[src/hw/urxfs_pkg.sv]
// package: constants, types and states of the uart receiver block
// Function
// pin roles follow flow enable, separate select and function select inputs.
// separated flow pins take the clock pin, so external clock is unusable.
// host sets the port direction of a clear-to-send pin to input.
// frames are accepted only while the receive enable flag is set.
// the 1/16 receive divider restarts at the start bit, then data shifts in.
// request-to-send is high while receive disabled, low once enabled.
// request-to-send returns high as soon as a reception begins.
// after the last bit the frame goes to the buffer, complete flag set.
// reading the buffer low byte drives request-to-send low again.
// overrun sets when a frame lands while the complete flag is set.
// framing error sets when a stop bit is found low.
// parity error sets when received parity mismatches odd or even setting.
// summary error is set whenever overrun, framing or parity error is set.
// complete, overrun, framing and parity flags update at the buffer transfer.
// framing, parity, summary clear on buffer read or receive disable; the code keeps summary set on a buffer read while overrun is set.
// overrun clears only when receive enable is zero, never on reads.
// a receive interrupt request is raised when a frame completes.
// interrupt mode 0 requests every reception, 1 only erroneous ones.
// sleep mode is active while the sleep select input is set.
// in sleep, frames with top data bit 0 are dropped without effects.
// master sends address frames with top bit 1, data with top bit 0.
// receive clock is source divided by bit rate value plus one, then 16.
// frames carry 7, 8 or 9 data bits, otherwise identical.
// start bit rechecked at its middle; later bits sampled at their centre.
package urxfs_pkg;

  // ==========================================================
  // frame timing in 16x ticks
  localparam logic [3:0] START_MID = 4'h7;
  localparam logic [3:0] BIT_LAST  = 4'hf;

  // ==========================================================
  // data length codes
  localparam logic [1:0] LEN_7 = 2'h0;
  localparam logic [1:0] LEN_8 = 2'h1;
  localparam logic [1:0] LEN_9 = 2'h2;

  // ==========================================================
  // reset values
  localparam logic [8:0] BUF_RESET = 9'h000;
  localparam logic [7:0] BRG_RESET = 8'h00;

  typedef enum logic [2:0] {
    ST_IDLE  = 3'b000,
    ST_START = 3'b001,
    ST_DATA  = 3'b010,
    ST_PAR   = 3'b011,
    ST_STOP  = 3'b100
  } urxfs_state_type;

  typedef struct packed {
    logic [1:0] data_len;
    logic       parity_en;
    logic       parity_odd;
    logic       two_stop;
    logic       sleep_sel;
    logic       rts_sel;
    logic       int_mode;
    logic       ext_clk_sel;
    logic [7:0] brg_n;
  } urxfs_cfg_type;

  typedef struct packed {
    logic flow_disable;
    logic separate;
    logic func_sel;
  } urxfs_flow_type;

  typedef struct packed {
    logic rx_complete_flag;
    logic overrun_error_flag;
    logic framing_error_flag;
    logic parity_error_flag;
    logic summary_error_flag;
  } urxfs_flags_type;

endpackage

[src/hw/urxfs_baud.sv]
// bit-rate divider: source ticks divided by n plus one
module urxfs_baud (
  // clock and reset
  input  wire logic       clk,
  input  wire logic       rst,
  // source and divisor
  input  wire logic       src_tick,
  input  wire logic [7:0] brg_n,
  // sixteen-times bit rate enable
  output logic            tick16
);

  typedef struct packed {
    logic [7:0] cnt;
    logic       tick;
  } urxfs_baud_type;

  urxfs_baud_type s_r;
  urxfs_baud_type s_nxt;

  // ==========================================================
  // divider
  always_comb begin
    s_nxt      = s_r;
    s_nxt.tick = 1'b0;
    if (src_tick) begin
      if (s_r.cnt == 8'h00) begin
        s_nxt.cnt  = brg_n;
        s_nxt.tick = 1'b1;
      end else begin
        s_nxt.cnt = s_r.cnt - 8'h01;
      end
    end
  end

  always_ff @(posedge clk or posedge rst) begin
    if (rst) begin
      s_r <= '0;
    end else begin
      s_r <= s_nxt;
    end
  end

  assign tick16 = s_r.tick;

  chk_div_period: assert property (@(posedge clk) disable iff (rst)
    (src_tick && s_r.cnt == 8'h00) |=> (tick16 && s_r.cnt == $past(brg_n)))
    else $error("divider did not reload on terminal count");

endmodule // urxfs_baud

[src/hw/urxfs_rx.sv]
// uart receiver with flow control pins and multiprocessor sleep
module urxfs_rx (
  // clock and reset
  input  wire logic                     clk,
  input  wire logic                     rst,
  // host control
  input  wire logic                     rx_enable_flag,
  input  wire urxfs_pkg::urxfs_cfg_type  cfg,
  input  wire urxfs_pkg::urxfs_flow_type flow,
  input  wire logic                     int_src_tick,
  input  wire logic                     buf_lo_read,
  // host status
  output logic [8:0]                    rx_buffer,
  output urxfs_pkg::urxfs_flags_type     flags,
  output logic                          rx_irq,
  output logic                          clear_to_send_in,
  // serial pins
  input  wire logic                     rxd,
  input  wire logic                     flow_pin_in,
  output logic                          flow_pin_out,
  output logic                          flow_pin_oe,
  input  wire logic                     serial_clock_pin,
  output logic                          serial_clock_oe
);

  typedef struct packed {
    urxfs_pkg::urxfs_state_type st;
    logic                       rxd_s1;
    logic                       rxd_s2;
    logic                       fp_s1;
    logic                       fp_s2;
    logic                       ck_s1;
    logic                       ck_s2;
    logic                       ck_prev;
    logic                       re_prev;
    logic [3:0]                 tick_cnt;
    logic [3:0]                 bit_idx;
    logic                       stop_idx;
    logic [8:0]                 shreg;
    logic                       par_acc;
    logic                       par_bad;
    logic                       fer_acc;
    logic [8:0]                 rbuf;
    urxfs_pkg::urxfs_flags_type  flg;
    logic                       rts;
    logic                       irq;
    logic                       cts;
    logic                       fp_oe;
    logic                       ck_oe;
  } urxfs_rx_state_type;

  urxfs_rx_state_type s_r;
  urxfs_rx_state_type s_nxt;

  logic tick16;
  logic src_tick;
  logic xfer;
  logic drop;

  // ==========================================================
  // helpers
  function automatic logic [3:0] data_bits(input logic [1:0] len);
    case (len)
      urxfs_pkg::LEN_7: data_bits = 4'h7;
      urxfs_pkg::LEN_9: data_bits = 4'h9;
      default:          data_bits = 4'h8;
    endcase
  endfunction

  function automatic logic top_bit(input logic [8:0] d,
                                   input logic [1:0] len);
    case (len)
      urxfs_pkg::LEN_7: top_bit = d[6];
      urxfs_pkg::LEN_9: top_bit = d[8];
      default:          top_bit = d[7];
    endcase
  endfunction

  // ==========================================================
  // clock source
  // separated flow pins steal the clock pin, so internal is forced
  assign src_tick = (cfg.ext_clk_sel && !(flow.separate && !flow.flow_disable))
                    ? (s_r.ck_s2 && !s_r.ck_prev) : int_src_tick;

  urxfs_baud u_baud (
    .clk    (clk),
    .rst    (rst),
    .src_tick (src_tick),
    .brg_n  (cfg.brg_n),
    .tick16 (tick16)
  );

  // ==========================================================
  // receive state machine and flags
  always_comb begin
    s_nxt         = s_r;
    xfer          = 1'b0;
    drop          = 1'b0;
    s_nxt.irq     = 1'b0;
    s_nxt.rxd_s1  = rxd;
    s_nxt.rxd_s2  = s_r.rxd_s1;
    s_nxt.fp_s1   = flow_pin_in;
    s_nxt.fp_s2   = s_r.fp_s1;
    s_nxt.ck_s1   = serial_clock_pin;
    s_nxt.ck_s2   = s_r.ck_s1;
    s_nxt.ck_prev = s_r.ck_s2;
    s_nxt.re_prev = rx_enable_flag;

    if (tick16) begin
      s_nxt.tick_cnt = s_r.tick_cnt + 4'h1;
    end

    case (s_r.st)
      urxfs_pkg::ST_IDLE: begin
        if (rx_enable_flag && !s_r.rxd_s2) begin
          s_nxt.st       = urxfs_pkg::ST_START;
          s_nxt.tick_cnt = 4'h0;
        end
      end
      urxfs_pkg::ST_START: begin
        if (tick16 && s_r.tick_cnt == urxfs_pkg::START_MID) begin
          if (s_r.rxd_s2) begin
            s_nxt.st = urxfs_pkg::ST_IDLE;
          end else begin
            s_nxt.st       = urxfs_pkg::ST_DATA;
            s_nxt.tick_cnt = 4'h0;
            s_nxt.bit_idx  = 4'h0;
            s_nxt.shreg    = 9'h000;
            s_nxt.par_acc  = 1'b0;
            s_nxt.fer_acc  = 1'b0;
            s_nxt.par_bad  = 1'b0;
            s_nxt.stop_idx = 1'b0;
          end
        end
      end
      urxfs_pkg::ST_DATA: begin
        if (tick16 && s_r.tick_cnt == urxfs_pkg::BIT_LAST) begin
          s_nxt.shreg[s_r.bit_idx] = s_r.rxd_s2;
          s_nxt.par_acc = s_r.par_acc ^ s_r.rxd_s2;
          s_nxt.bit_idx = s_r.bit_idx + 4'h1;
          if (s_r.bit_idx == data_bits(cfg.data_len) - 4'h1) begin
            s_nxt.st = cfg.parity_en ? urxfs_pkg::ST_PAR
                                     : urxfs_pkg::ST_STOP;
          end
        end
      end
      urxfs_pkg::ST_PAR: begin
        if (tick16 && s_r.tick_cnt == urxfs_pkg::BIT_LAST) begin
          // total ones must be odd in odd mode, even in even mode
          s_nxt.par_bad = (s_r.par_acc ^ s_r.rxd_s2) != cfg.parity_odd;
          s_nxt.st      = urxfs_pkg::ST_STOP;
        end
      end
      urxfs_pkg::ST_STOP: begin
        if (tick16 && s_r.tick_cnt == urxfs_pkg::BIT_LAST) begin
          s_nxt.fer_acc  = s_r.fer_acc | !s_r.rxd_s2;
          s_nxt.stop_idx = 1'b1;
          if (!cfg.two_stop || s_r.stop_idx) begin
            s_nxt.st = urxfs_pkg::ST_IDLE;
            if (cfg.sleep_sel && !top_bit(s_r.shreg, cfg.data_len)) begin
              drop = 1'b1;
            end else begin
              xfer = 1'b1;
            end
          end
        end
      end
      default: begin
        s_nxt.st = urxfs_pkg::ST_IDLE;
      end
    endcase

    // a disabled receiver abandons any frame in progress
    if (!rx_enable_flag) begin
      s_nxt.st = urxfs_pkg::ST_IDLE;
      xfer     = 1'b0;
      drop     = 1'b0;
    end

    // clears first, so a same-cycle transfer wins
    if (buf_lo_read || !rx_enable_flag) begin
      s_nxt.flg.framing_error_flag = 1'b0;
      s_nxt.flg.parity_error_flag  = 1'b0;
    end
    if (buf_lo_read) begin
      s_nxt.flg.rx_complete_flag = 1'b0;
    end
    if (!rx_enable_flag) begin
      s_nxt.flg.overrun_error_flag = 1'b0;
    end

    if (xfer) begin
      s_nxt.rbuf                 = s_r.shreg;
      s_nxt.flg.rx_complete_flag = 1'b1;
      if (s_r.flg.rx_complete_flag) begin
        s_nxt.flg.overrun_error_flag = 1'b1;
      end
      if (s_nxt.fer_acc) begin
        s_nxt.flg.framing_error_flag = 1'b1;
      end
      if (cfg.parity_en && s_r.par_bad) begin
        s_nxt.flg.parity_error_flag = 1'b1;
      end
      s_nxt.irq = !cfg.int_mode || s_r.flg.rx_complete_flag
                  || s_nxt.fer_acc
                  || (cfg.parity_en && s_r.par_bad);
    end

    s_nxt.flg.summary_error_flag = s_nxt.flg.overrun_error_flag
                                   | s_nxt.flg.framing_error_flag
                                   | s_nxt.flg.parity_error_flag;

    // request-to-send: high when disabled or once a start bit is seen, low on enable or on a buffer read while idle
    if (!rx_enable_flag) begin
      s_nxt.rts = 1'b1;
    end else if (s_r.st == urxfs_pkg::ST_IDLE
                 && s_nxt.st == urxfs_pkg::ST_START) begin
      s_nxt.rts = 1'b1;
    end else if (!s_r.re_prev) begin
      s_nxt.rts = 1'b0;
    end else if (buf_lo_read && s_r.st == urxfs_pkg::ST_IDLE) begin
      s_nxt.rts = 1'b0;
    end

    // pin roles
    s_nxt.fp_oe = !flow.flow_disable && (flow.separate || flow.func_sel)
                  && cfg.rts_sel;
    s_nxt.ck_oe = 1'b0;
    if (flow.flow_disable) begin
      s_nxt.cts = 1'b0;
    end else if (flow.separate) begin
      s_nxt.cts = s_r.ck_s2;
    end else if (!flow.func_sel) begin
      s_nxt.cts = s_r.fp_s2;
    end else begin
      s_nxt.cts = 1'b0;
    end
  end

  always_ff @(posedge clk or posedge rst) begin
    if (rst) begin
      s_r      <= '0;
      s_r.st   <= urxfs_pkg::ST_IDLE;
      s_r.rbuf <= urxfs_pkg::BUF_RESET;
      s_r.rts  <= 1'b1;
      s_r.rxd_s1 <= 1'b1;
      s_r.rxd_s2 <= 1'b1;
    end else begin
      s_r <= s_nxt;
    end
  end

  // ==========================================================
  // outputs
  assign rx_buffer        = s_r.rbuf;
  assign flags            = s_r.flg;
  assign rx_irq           = s_r.irq;
  assign clear_to_send_in = s_r.cts;
  assign flow_pin_out     = s_r.rts;
  assign flow_pin_oe      = s_r.fp_oe;
  assign serial_clock_oe  = s_r.ck_oe;

  // ==========================================================
  // checks
  chk_rx_gate_idle: assert property (@(posedge clk) disable iff (rst)
    !rx_enable_flag |=> s_r.st == urxfs_pkg::ST_IDLE)
    else $error("receiver active while disabled");

  chk_rts_disabled_high: assert property (@(posedge clk)
    disable iff (rst) !rx_enable_flag |=> s_r.rts)
    else $error("request-to-send low while disabled");

  chk_rts_start_high: assert property (@(posedge clk) disable iff (rst)
    (s_r.st == urxfs_pkg::ST_IDLE && s_nxt.st == urxfs_pkg::ST_START)
    |=> s_r.rts ##1 (s_r.rts || !rx_enable_flag || buf_lo_read))
    else $error("request-to-send not raised at start");

  chk_rts_read_low: assert property (@(posedge clk) disable iff (rst)
    (buf_lo_read && rx_enable_flag && s_r.re_prev
     && s_r.st == urxfs_pkg::ST_IDLE && s_nxt.st == urxfs_pkg::ST_IDLE)
    |=> !s_r.rts)
    else $error("request-to-send not lowered after buffer read");

  chk_start_mid_reject: assert property (@(posedge clk)
    disable iff (rst)
    (s_r.st == urxfs_pkg::ST_START && tick16 && rx_enable_flag
     && s_r.tick_cnt == 4'h7 && s_r.rxd_s2) |=> s_r.st == urxfs_pkg::ST_IDLE)
    else $error("false start bit not rejected");

  chk_xfer_buffer: assert property (@(posedge clk) disable iff (rst)
    xfer |=> (s_r.flg.rx_complete_flag && s_r.rbuf == $past(s_r.shreg)))
    else $error("frame not moved to buffer");

  chk_overrun_set: assert property (@(posedge clk) disable iff (rst)
    (xfer && s_r.flg.rx_complete_flag) |=> s_r.flg.overrun_error_flag)
    else $error("overrun not flagged");

  chk_overrun_sticky: assert property (@(posedge clk)
    disable iff (rst) (s_r.flg.overrun_error_flag && rx_enable_flag)
    |=> s_r.flg.overrun_error_flag)
    else $error("overrun cleared while enabled");

  chk_err_clear: assert property (@(posedge clk) disable iff (rst)
    (!rx_enable_flag || (buf_lo_read && !xfer))
    |=> !s_r.flg.framing_error_flag && !s_r.flg.parity_error_flag)
    else $error("error flags not cleared");

  chk_summary_or: assert property (@(posedge clk) disable iff (rst)
    s_r.flg.summary_error_flag == (s_r.flg.overrun_error_flag
      | s_r.flg.framing_error_flag | s_r.flg.parity_error_flag))
    else $error("summary flag does not match error flags");

  chk_sleep_drop: assert property (@(posedge clk) disable iff (rst)
    (drop && !buf_lo_read && rx_enable_flag)
    |=> ($stable(s_r.rbuf) && $stable(s_r.flg) && !rx_irq))
    else $error("sleep frame changed buffer or flags");

  chk_irq_mode: assert property (@(posedge clk) disable iff (rst)
    rx_irq |-> ($past(xfer) && (!$past(cfg.int_mode)
      || s_r.flg.summary_error_flag)))
    else $error("interrupt raised without qualifying reception");

  cov_frame_done: cover property (@(posedge clk) disable iff (rst) xfer);
  cov_overrun: cover property (@(posedge clk) disable iff (rst)
    xfer && s_r.flg.rx_complete_flag);
  cov_sleep_drop: cover property (@(posedge clk) disable iff (rst) drop);
  cov_irq_err: cover property (@(posedge clk) disable iff (rst)
    rx_irq && cfg.int_mode);

endmodule // urxfs_rx
[config.mk]
export PLATFORM = sky130hd
export DESIGN_NAME = urxfs_rx
export DESIGN_NICKNAME = d
export VERILOG_FILES = /design/src/hw/urxfs_pkg.sv /design/src/hw/urxfs_baud.sv /design/src/hw/urxfs_rx.sv
export SDC_FILE = /design/constraint.sdc
export NUM_CORES = 1
export LEC_CHECK = 0
export BUFFER_PORTS_ARGS = -buffer_cell sky130_fd_sc_hd__buf_2
export CORE_ASPECT_RATIO = 0.9
export CORE_MARGIN = 5
export CORE_UTILIZATION = 50
export CTS_BUF_LIST = sky130_fd_sc_hd__clkbuf_2 sky130_fd_sc_hd__clkbuf_4 sky130_fd_sc_hd__clkbuf_8
export DETAILED_ROUTE_END_ITERATION = 10
export PLACE_DENSITY = 0.77
export SYNTH_ARGS = -nofsm -noshare
export SYNTH_HDL_FRONTEND = slang
export SYNTH_HIERARCHICAL = 1
export SYNTH_SLANG_ARGS = --single-unit
[constraint.sdc]
create_clock -name clk -period 4.9 [get_ports clk]
set_input_delay 0.49 -clock clk [delete_from_list [all_inputs] [get_ports clk]]
set_output_delay 0.49 -clock clk [all_outputs]
set_load 0.1 [all_outputs]
Word-level counts from Yosys, hierarchy flattened
Index checks and enable logic that the tools add are counted.
Word-level totals
  register bits after elaboration: 59
  input port bits: 28
  output and inout bits: 19
  logic and storage cells: 151
Operators by class
  $add $sub $neg: 4
  order comparisons: 2
  equality and inequality tests: 16
  muxes and demuxes: 60
  bitwise operators: 4
  reductions and logical operators: 37
Operators with widths (count)
  21-bit two-way mux: 2
  1-bit two-way mux: 28
  3-bit two-way mux: 9
  4-bit two-way mux: 6
  4-bit case mux with 2 select lines: 3
  10-bit case mux with 2 select lines: 1
  3-bit case mux with 5 select lines: 1
  1-bit logical AND: 13
  4-bit AND reduction: 3
  10-bit two-way mux: 1
  2-bit != test (second input constant): 5
  9-bit bitwise mux: 1
  4-bit by 1-bit adder with 4-bit output (second input constant): 2
  1-bit logical NOT: 8
  8-bit logical NOT: 1
  8-bit two-way mux: 1
  1-bit case mux with 2 select lines: 4
  2-bit nonzero test: 4
  8-bit by 1-bit subtractor with 8-bit output (second input constant): 1
  3-bit by 1-bit equality test with 1-bit output (second input constant): 2
  3-bit by 2-bit equality test with 1-bit output (second input constant): 2
  1-bit logical OR: 6
  4-bit by 5-bit < comparator with 1-bit output (second input constant): 1
  1-bit demux with 4-bit select: 1
  other kinds (14): 17

Depth between registers and ports, before layout
  depth in word-level cells: 15
  mapped depth: 7
  gate-level depth less buffers: 7

Cells and area by module
The synthesis kept the hierarchy.
Modules (own cells, without submodules)
  urxfs_rx: times used 1, cells each 239, area an instance 2572.5 µm², sequential area each 1255.0 µm²
  urxfs_baud: times used 1, cells each 61, area an instance 588.1 µm², sequential area each 225.2 µm²

Worst setup path after synthesis
Ideal clock, no wire load.
  kind: input-to-reg
  start: input flow[1] (netlist bit)
  end: register u_baud/s_r[7] (netlist bit)
  setup time: 95 ps
  arrival time: 1921 ps
  data required time: 4805 ps
  path slack: 2883 ps
  stages on the path: 6
  buffers on the path: 0
  cells stage by stage: inv_1 > o21ai_0 > o21ai_0 > or4b_4 > or2_4 > o31ai_1
On the way
  word-level cells in the longest chain between the ends: 4
RTL lines
  start, declared: line urxfs_rx.sv:9  | input wire urxfs_pkg::urxfs_flow_type flow,
  1-bit logical AND: line urxfs_rx.sv:82  | assign src_tick = (cfg.ext_clk_sel && !(flow.separate && !flow.flow_disable))
  1-bit logical NOT: line urxfs_rx.sv:82
  1-bit logical AND: line urxfs_rx.sv:82
  1-bit two-way mux: line urxfs_rx.sv:83  | ? (s_r.ck_s2 && !s_r.ck_prev) : int_src_tick;
  via src_tick: line urxfs_rx.sv:56  | logic src_tick;
  end signal, assigned: line urxfs_baud.sv:40  | s_r <= s_nxt;
  end, declared: line urxfs_baud.sv:18  | urxfs_baud_type s_r;
The timed path passes the listed nets, and every way through them passes these cells.
A chain may end at the register's enable or synchronous reset.

==> flow_summary.ini <==
[finish]
nNetsFinal = 366
synthToLayoutAreaGrowth_pct = 11.1
final_layout_size_suffix_gt1_frac = 0.271
sequential_cell_area_um2 = 1480
antennaDiodeCount = 0
nFillCells = 543
finalCoreUtilization = 0.571
multi_input_combinational_cell_area_um2 = 1430

[synth]
proportion_of_synthesized_chip_area_in_sequential_cells = 0.468
combinational_family_with_the_most_area_after_synthesis = simple AND/OR/NAND/NOR gates
synth_cell_type_count = 63
synth_cells = 300
ys.flop_type = dfrtp_1
synth_fp_nets = 335
ys_top_cells_by_area = dfrtp_1 44%, mux2i_1 4.4%, buf_4 3.6%, mux2_4 3.3%, nand2_1 3.2%
synth_compound_gate_area_share = 0.120
number_of_flops_mapped_to_enable_cells_by_yosys = 0
synth.mux.area_fraction = 0.0847
biggest_area_consumer_among_synthesized_cells = dfrtp_1
post_synth_xor_area_fraction = 0.0194
synth_fa_ha_area_frac = 0.0277
async_flop_share = 1.00
synth_top_area_share = 0.443
yosys_warning_count = 6
postSynthRegisterBits = 59
synthesis.area_um2 = 3160
synth_simple_gate_area_share = 0.198
syn-mean-instance-area_um2 = 10.5

[timing]
min_period_over_period = 0.461
final.min_clock_period_ns = 2.26
timing_hold_violations_final = 0
setup_viol_count_final = 0
skew_final_ns = 0.0128
tightestPinTransition_ns = 1.03
setup_repair_after_global_routing_missed_its_margin = false
fin_worst_hold_slack_ns = 0.125
timing.final.max_slew_violations = 0
totalNegativeSetupSlack_ns = 0
max-slew-margin-rel = 0.313
fmax_mhz = 443

[placement]
port_buffer_cells = 45
detailed_place_hpwl_um = 4530
gp_routability_congestion = 0.888

[routing]
count_of_unresolved_drc_violations_after_routing = 0
drt_first_pass_iters = 4
vias = 2300
wirelength_um = 6220
drt_iter0_markers = 177
antenna_left = 0
post_drt_via_cell_ratio = 5.44
route.detailed.wl_per_inst_um = 14.7

[clocking]
clock_tree.buffer_depth = 2
post_cts_setup_repair_buffer_count = 0
postCtsHoldBufs = 0
tritoncts_clock_tree = yes
clock_sinks = 59
cts_inserted_buffers = 9
clock_latency_late_sink_ns = 0.34
cts.root.buffer_cell = clkbuf_8
clkTransAtPathRegs_ns = 0.07
clock_tree.htree_level_count = 3
cts_resized = 0

[status]
outcome = finished clean

[critical_path]
reg2regPathDepth = 4
r2r_setup_slack_ns = 2.64
end_kind = flop
timing.rr.end = rx_irq
critical_path.startpoint_type = flop
critPathMaxFanout = 12
data_arrival_time_of_the_critical_path_ns = 2.46
reg2reg_from = s_r[48]
cp.required_ns = 5.10
critPathKind = flop to flop

[pwr]
switchingPower_uw = 376
swShare = 0.299
power_density_nw_per_um2 = 358
cellInternalPower_uw = 881
p_leak_uw = 0.00169
p_total_uw = 1260
combinational_cell_fraction_of_total_power = 0.176
clock_power_share = 0.362
irDropWorstVdd_mv = 0.198
power.share.sequential = 0.463

[global_route]
number_of_antenna_violations_at_the_first_check_in_global_routing = 0
overflow = 0
track_usage = 0.166
grt_first_pass_wirelength_um = 10300
grt_pass1_vias = 2154
grt_start_max_net_pins = 51

[floorplan]
dieHeight_um = 85.4
design.die.area_um2 = 8010
floorplan.rows = 27
placeable_core_region_um2 = 6150
die_w_um = 93.8
initial_standard_cell_utilization_of_the_core = 0.514
ioPinCount = 47

[min_path]
hold_path.class = input pin to async pin

[flow_run]
maxcap_viol_count = 0
[how the worst max path moves through the flow]
stage | slack (ns) | end | cells after the start | startpoint
2_1_floorplan | 2.88 | u_baud/s_r[7] | 6 | flow[1]
3_3_place_gp | 2.66 | u_baud/s_r[7] | 9 | flow[1]
3_5_place_dp | 2.65 | u_baud/s_r[7] | 9 | flow[1]
4_1_cts | 2.66 | rx_irq | 4 | s_r[48]
5_1_grt | 2.51 | rx_irq | 4 | s_r[48]
6_report | 2.64 | rx_irq | 4 | s_r[48]
[power groups by stage]
| stage | Combinational [uW] | Sequential (uW) | Clock [uW] |
|---|---|---|---|
| CTS | 220 | 579 | 466 |
| detailed placement | 219 | 588 | 0 |
| finish | 221 | 582 | 454 |
| floorplan | 170 | 582 | 0 |
| global route | 247 | 586 | 496 |
| global placement | 213 | 587 | 0 |
[flip-flops by register name (all words and copies together) (netlist names)]
signal / flops
rx_irq: 1
s_r: 28
s_nxt: 4
flags: 5
u_baud/s_r: 8
u_baud/tick16: 1
flow_pin_oe: 1
flow_pin_out: 1
rx_buffer: 9
clear_to_send_in: 1
[cell families (layout without fill, tap and decap cells)]
| group | Yosys count | after routing |
|---|---|---|
| buffers and inverters | 41 | 77 |
| muxes | 23 | 23 |
| adders and majority gates | 7 | 7 |
| and+or+nand+nor | 109 | 109 |
| AOI/OAI and AO/OA | 53 | 53 |
| DFF | 59 | 59 |
| other | 1 | 1 |
| xor gates and xnor gates | 7 | 7 |
[layer usage]
| layer | up-vias | global-route usage | part of all wire |
|---|---|---|---|
| met5 | - | 0 | 0 |
| met4 | 0 | 0.0696 | 0.018 |
| met3 | 12 | 0.0505 | 0.060 |
| met2 | 65 | 0.253 | 0.46 |
| met1 | 1099 | 0.220 | 0.46 |
| li1 | 1124 | - | - |
[stage by stage]
stage	setup WS, ns	instance area (um2)	instances
after floorplan	2.88	3160	300
after global placement	2.66	3300	407
after detailed placement	2.65	3300	407
after CTS	2.66	3510	423
after global routing	2.51	3510	423
final	2.64	3510	423
[worst max-delay path: stages (launching register included)]
cell and delay, ns:
dfrtp_1 0.52, nor3b_1 0.56, nand3_1 0.53, o21ai_0 0.35, a311oi_1 0.16
[Yosys cell counts, drive strengths merged (8+ instances only)]
cell / n
mux2: 9
a21oi: 8
mux2i: 14
nand2: 27
nor2: 18
dfrtp: 56
o21ai: 9
buf: 23
inv: 15
nand3: 13
[cells in the final DEF, fill, tap and decap left out, drive strengths merged, types with 3 or more instances in the layout]
| master | count |
|---|---|
| nor3b | 6 |
| o31ai | 4 |
| buf | 46 |
| mux2 | 9 |
| a31oi | 3 |
| a22o | 3 |
| clkinv | 3 |
| dfrtp | 56 |
| nor2b | 3 |
| nand2b | 4 |
| and4 | 3 |
| nand4b | 3 |
| and3 | 4 |
| clkbuf | 12 |
| mux2i | 14 |
| and2 | 3 |
| dfstp | 3 |
| nor3 | 7 |
| nand2 | 27 |
| a311oi | 3 |
| ha | 7 |
| nor2 | 18 |
| inv | 15 |
| nand4 | 7 |
| xnor2 | 3 |
| o2bb2ai | 3 |
| a21o | 3 |
| o21ai | 9 |
| nand3 | 13 |
| a21oi | 8 |
| xor2 | 4 |
[cell type report]
type | count | area share
Multi-Input combinational cell | 200 | 0.406
Timing Repair Buffer | 46 | 0.0663
Sequential cell | 59 | 0.421
Tap cell | 87 | 0.0310
Clock buffer | 12 | 0.0452
Clock inverter | 4 | 0.0139
Inverter | 15 | 0.0160
(Power assumes the default switching activity.)
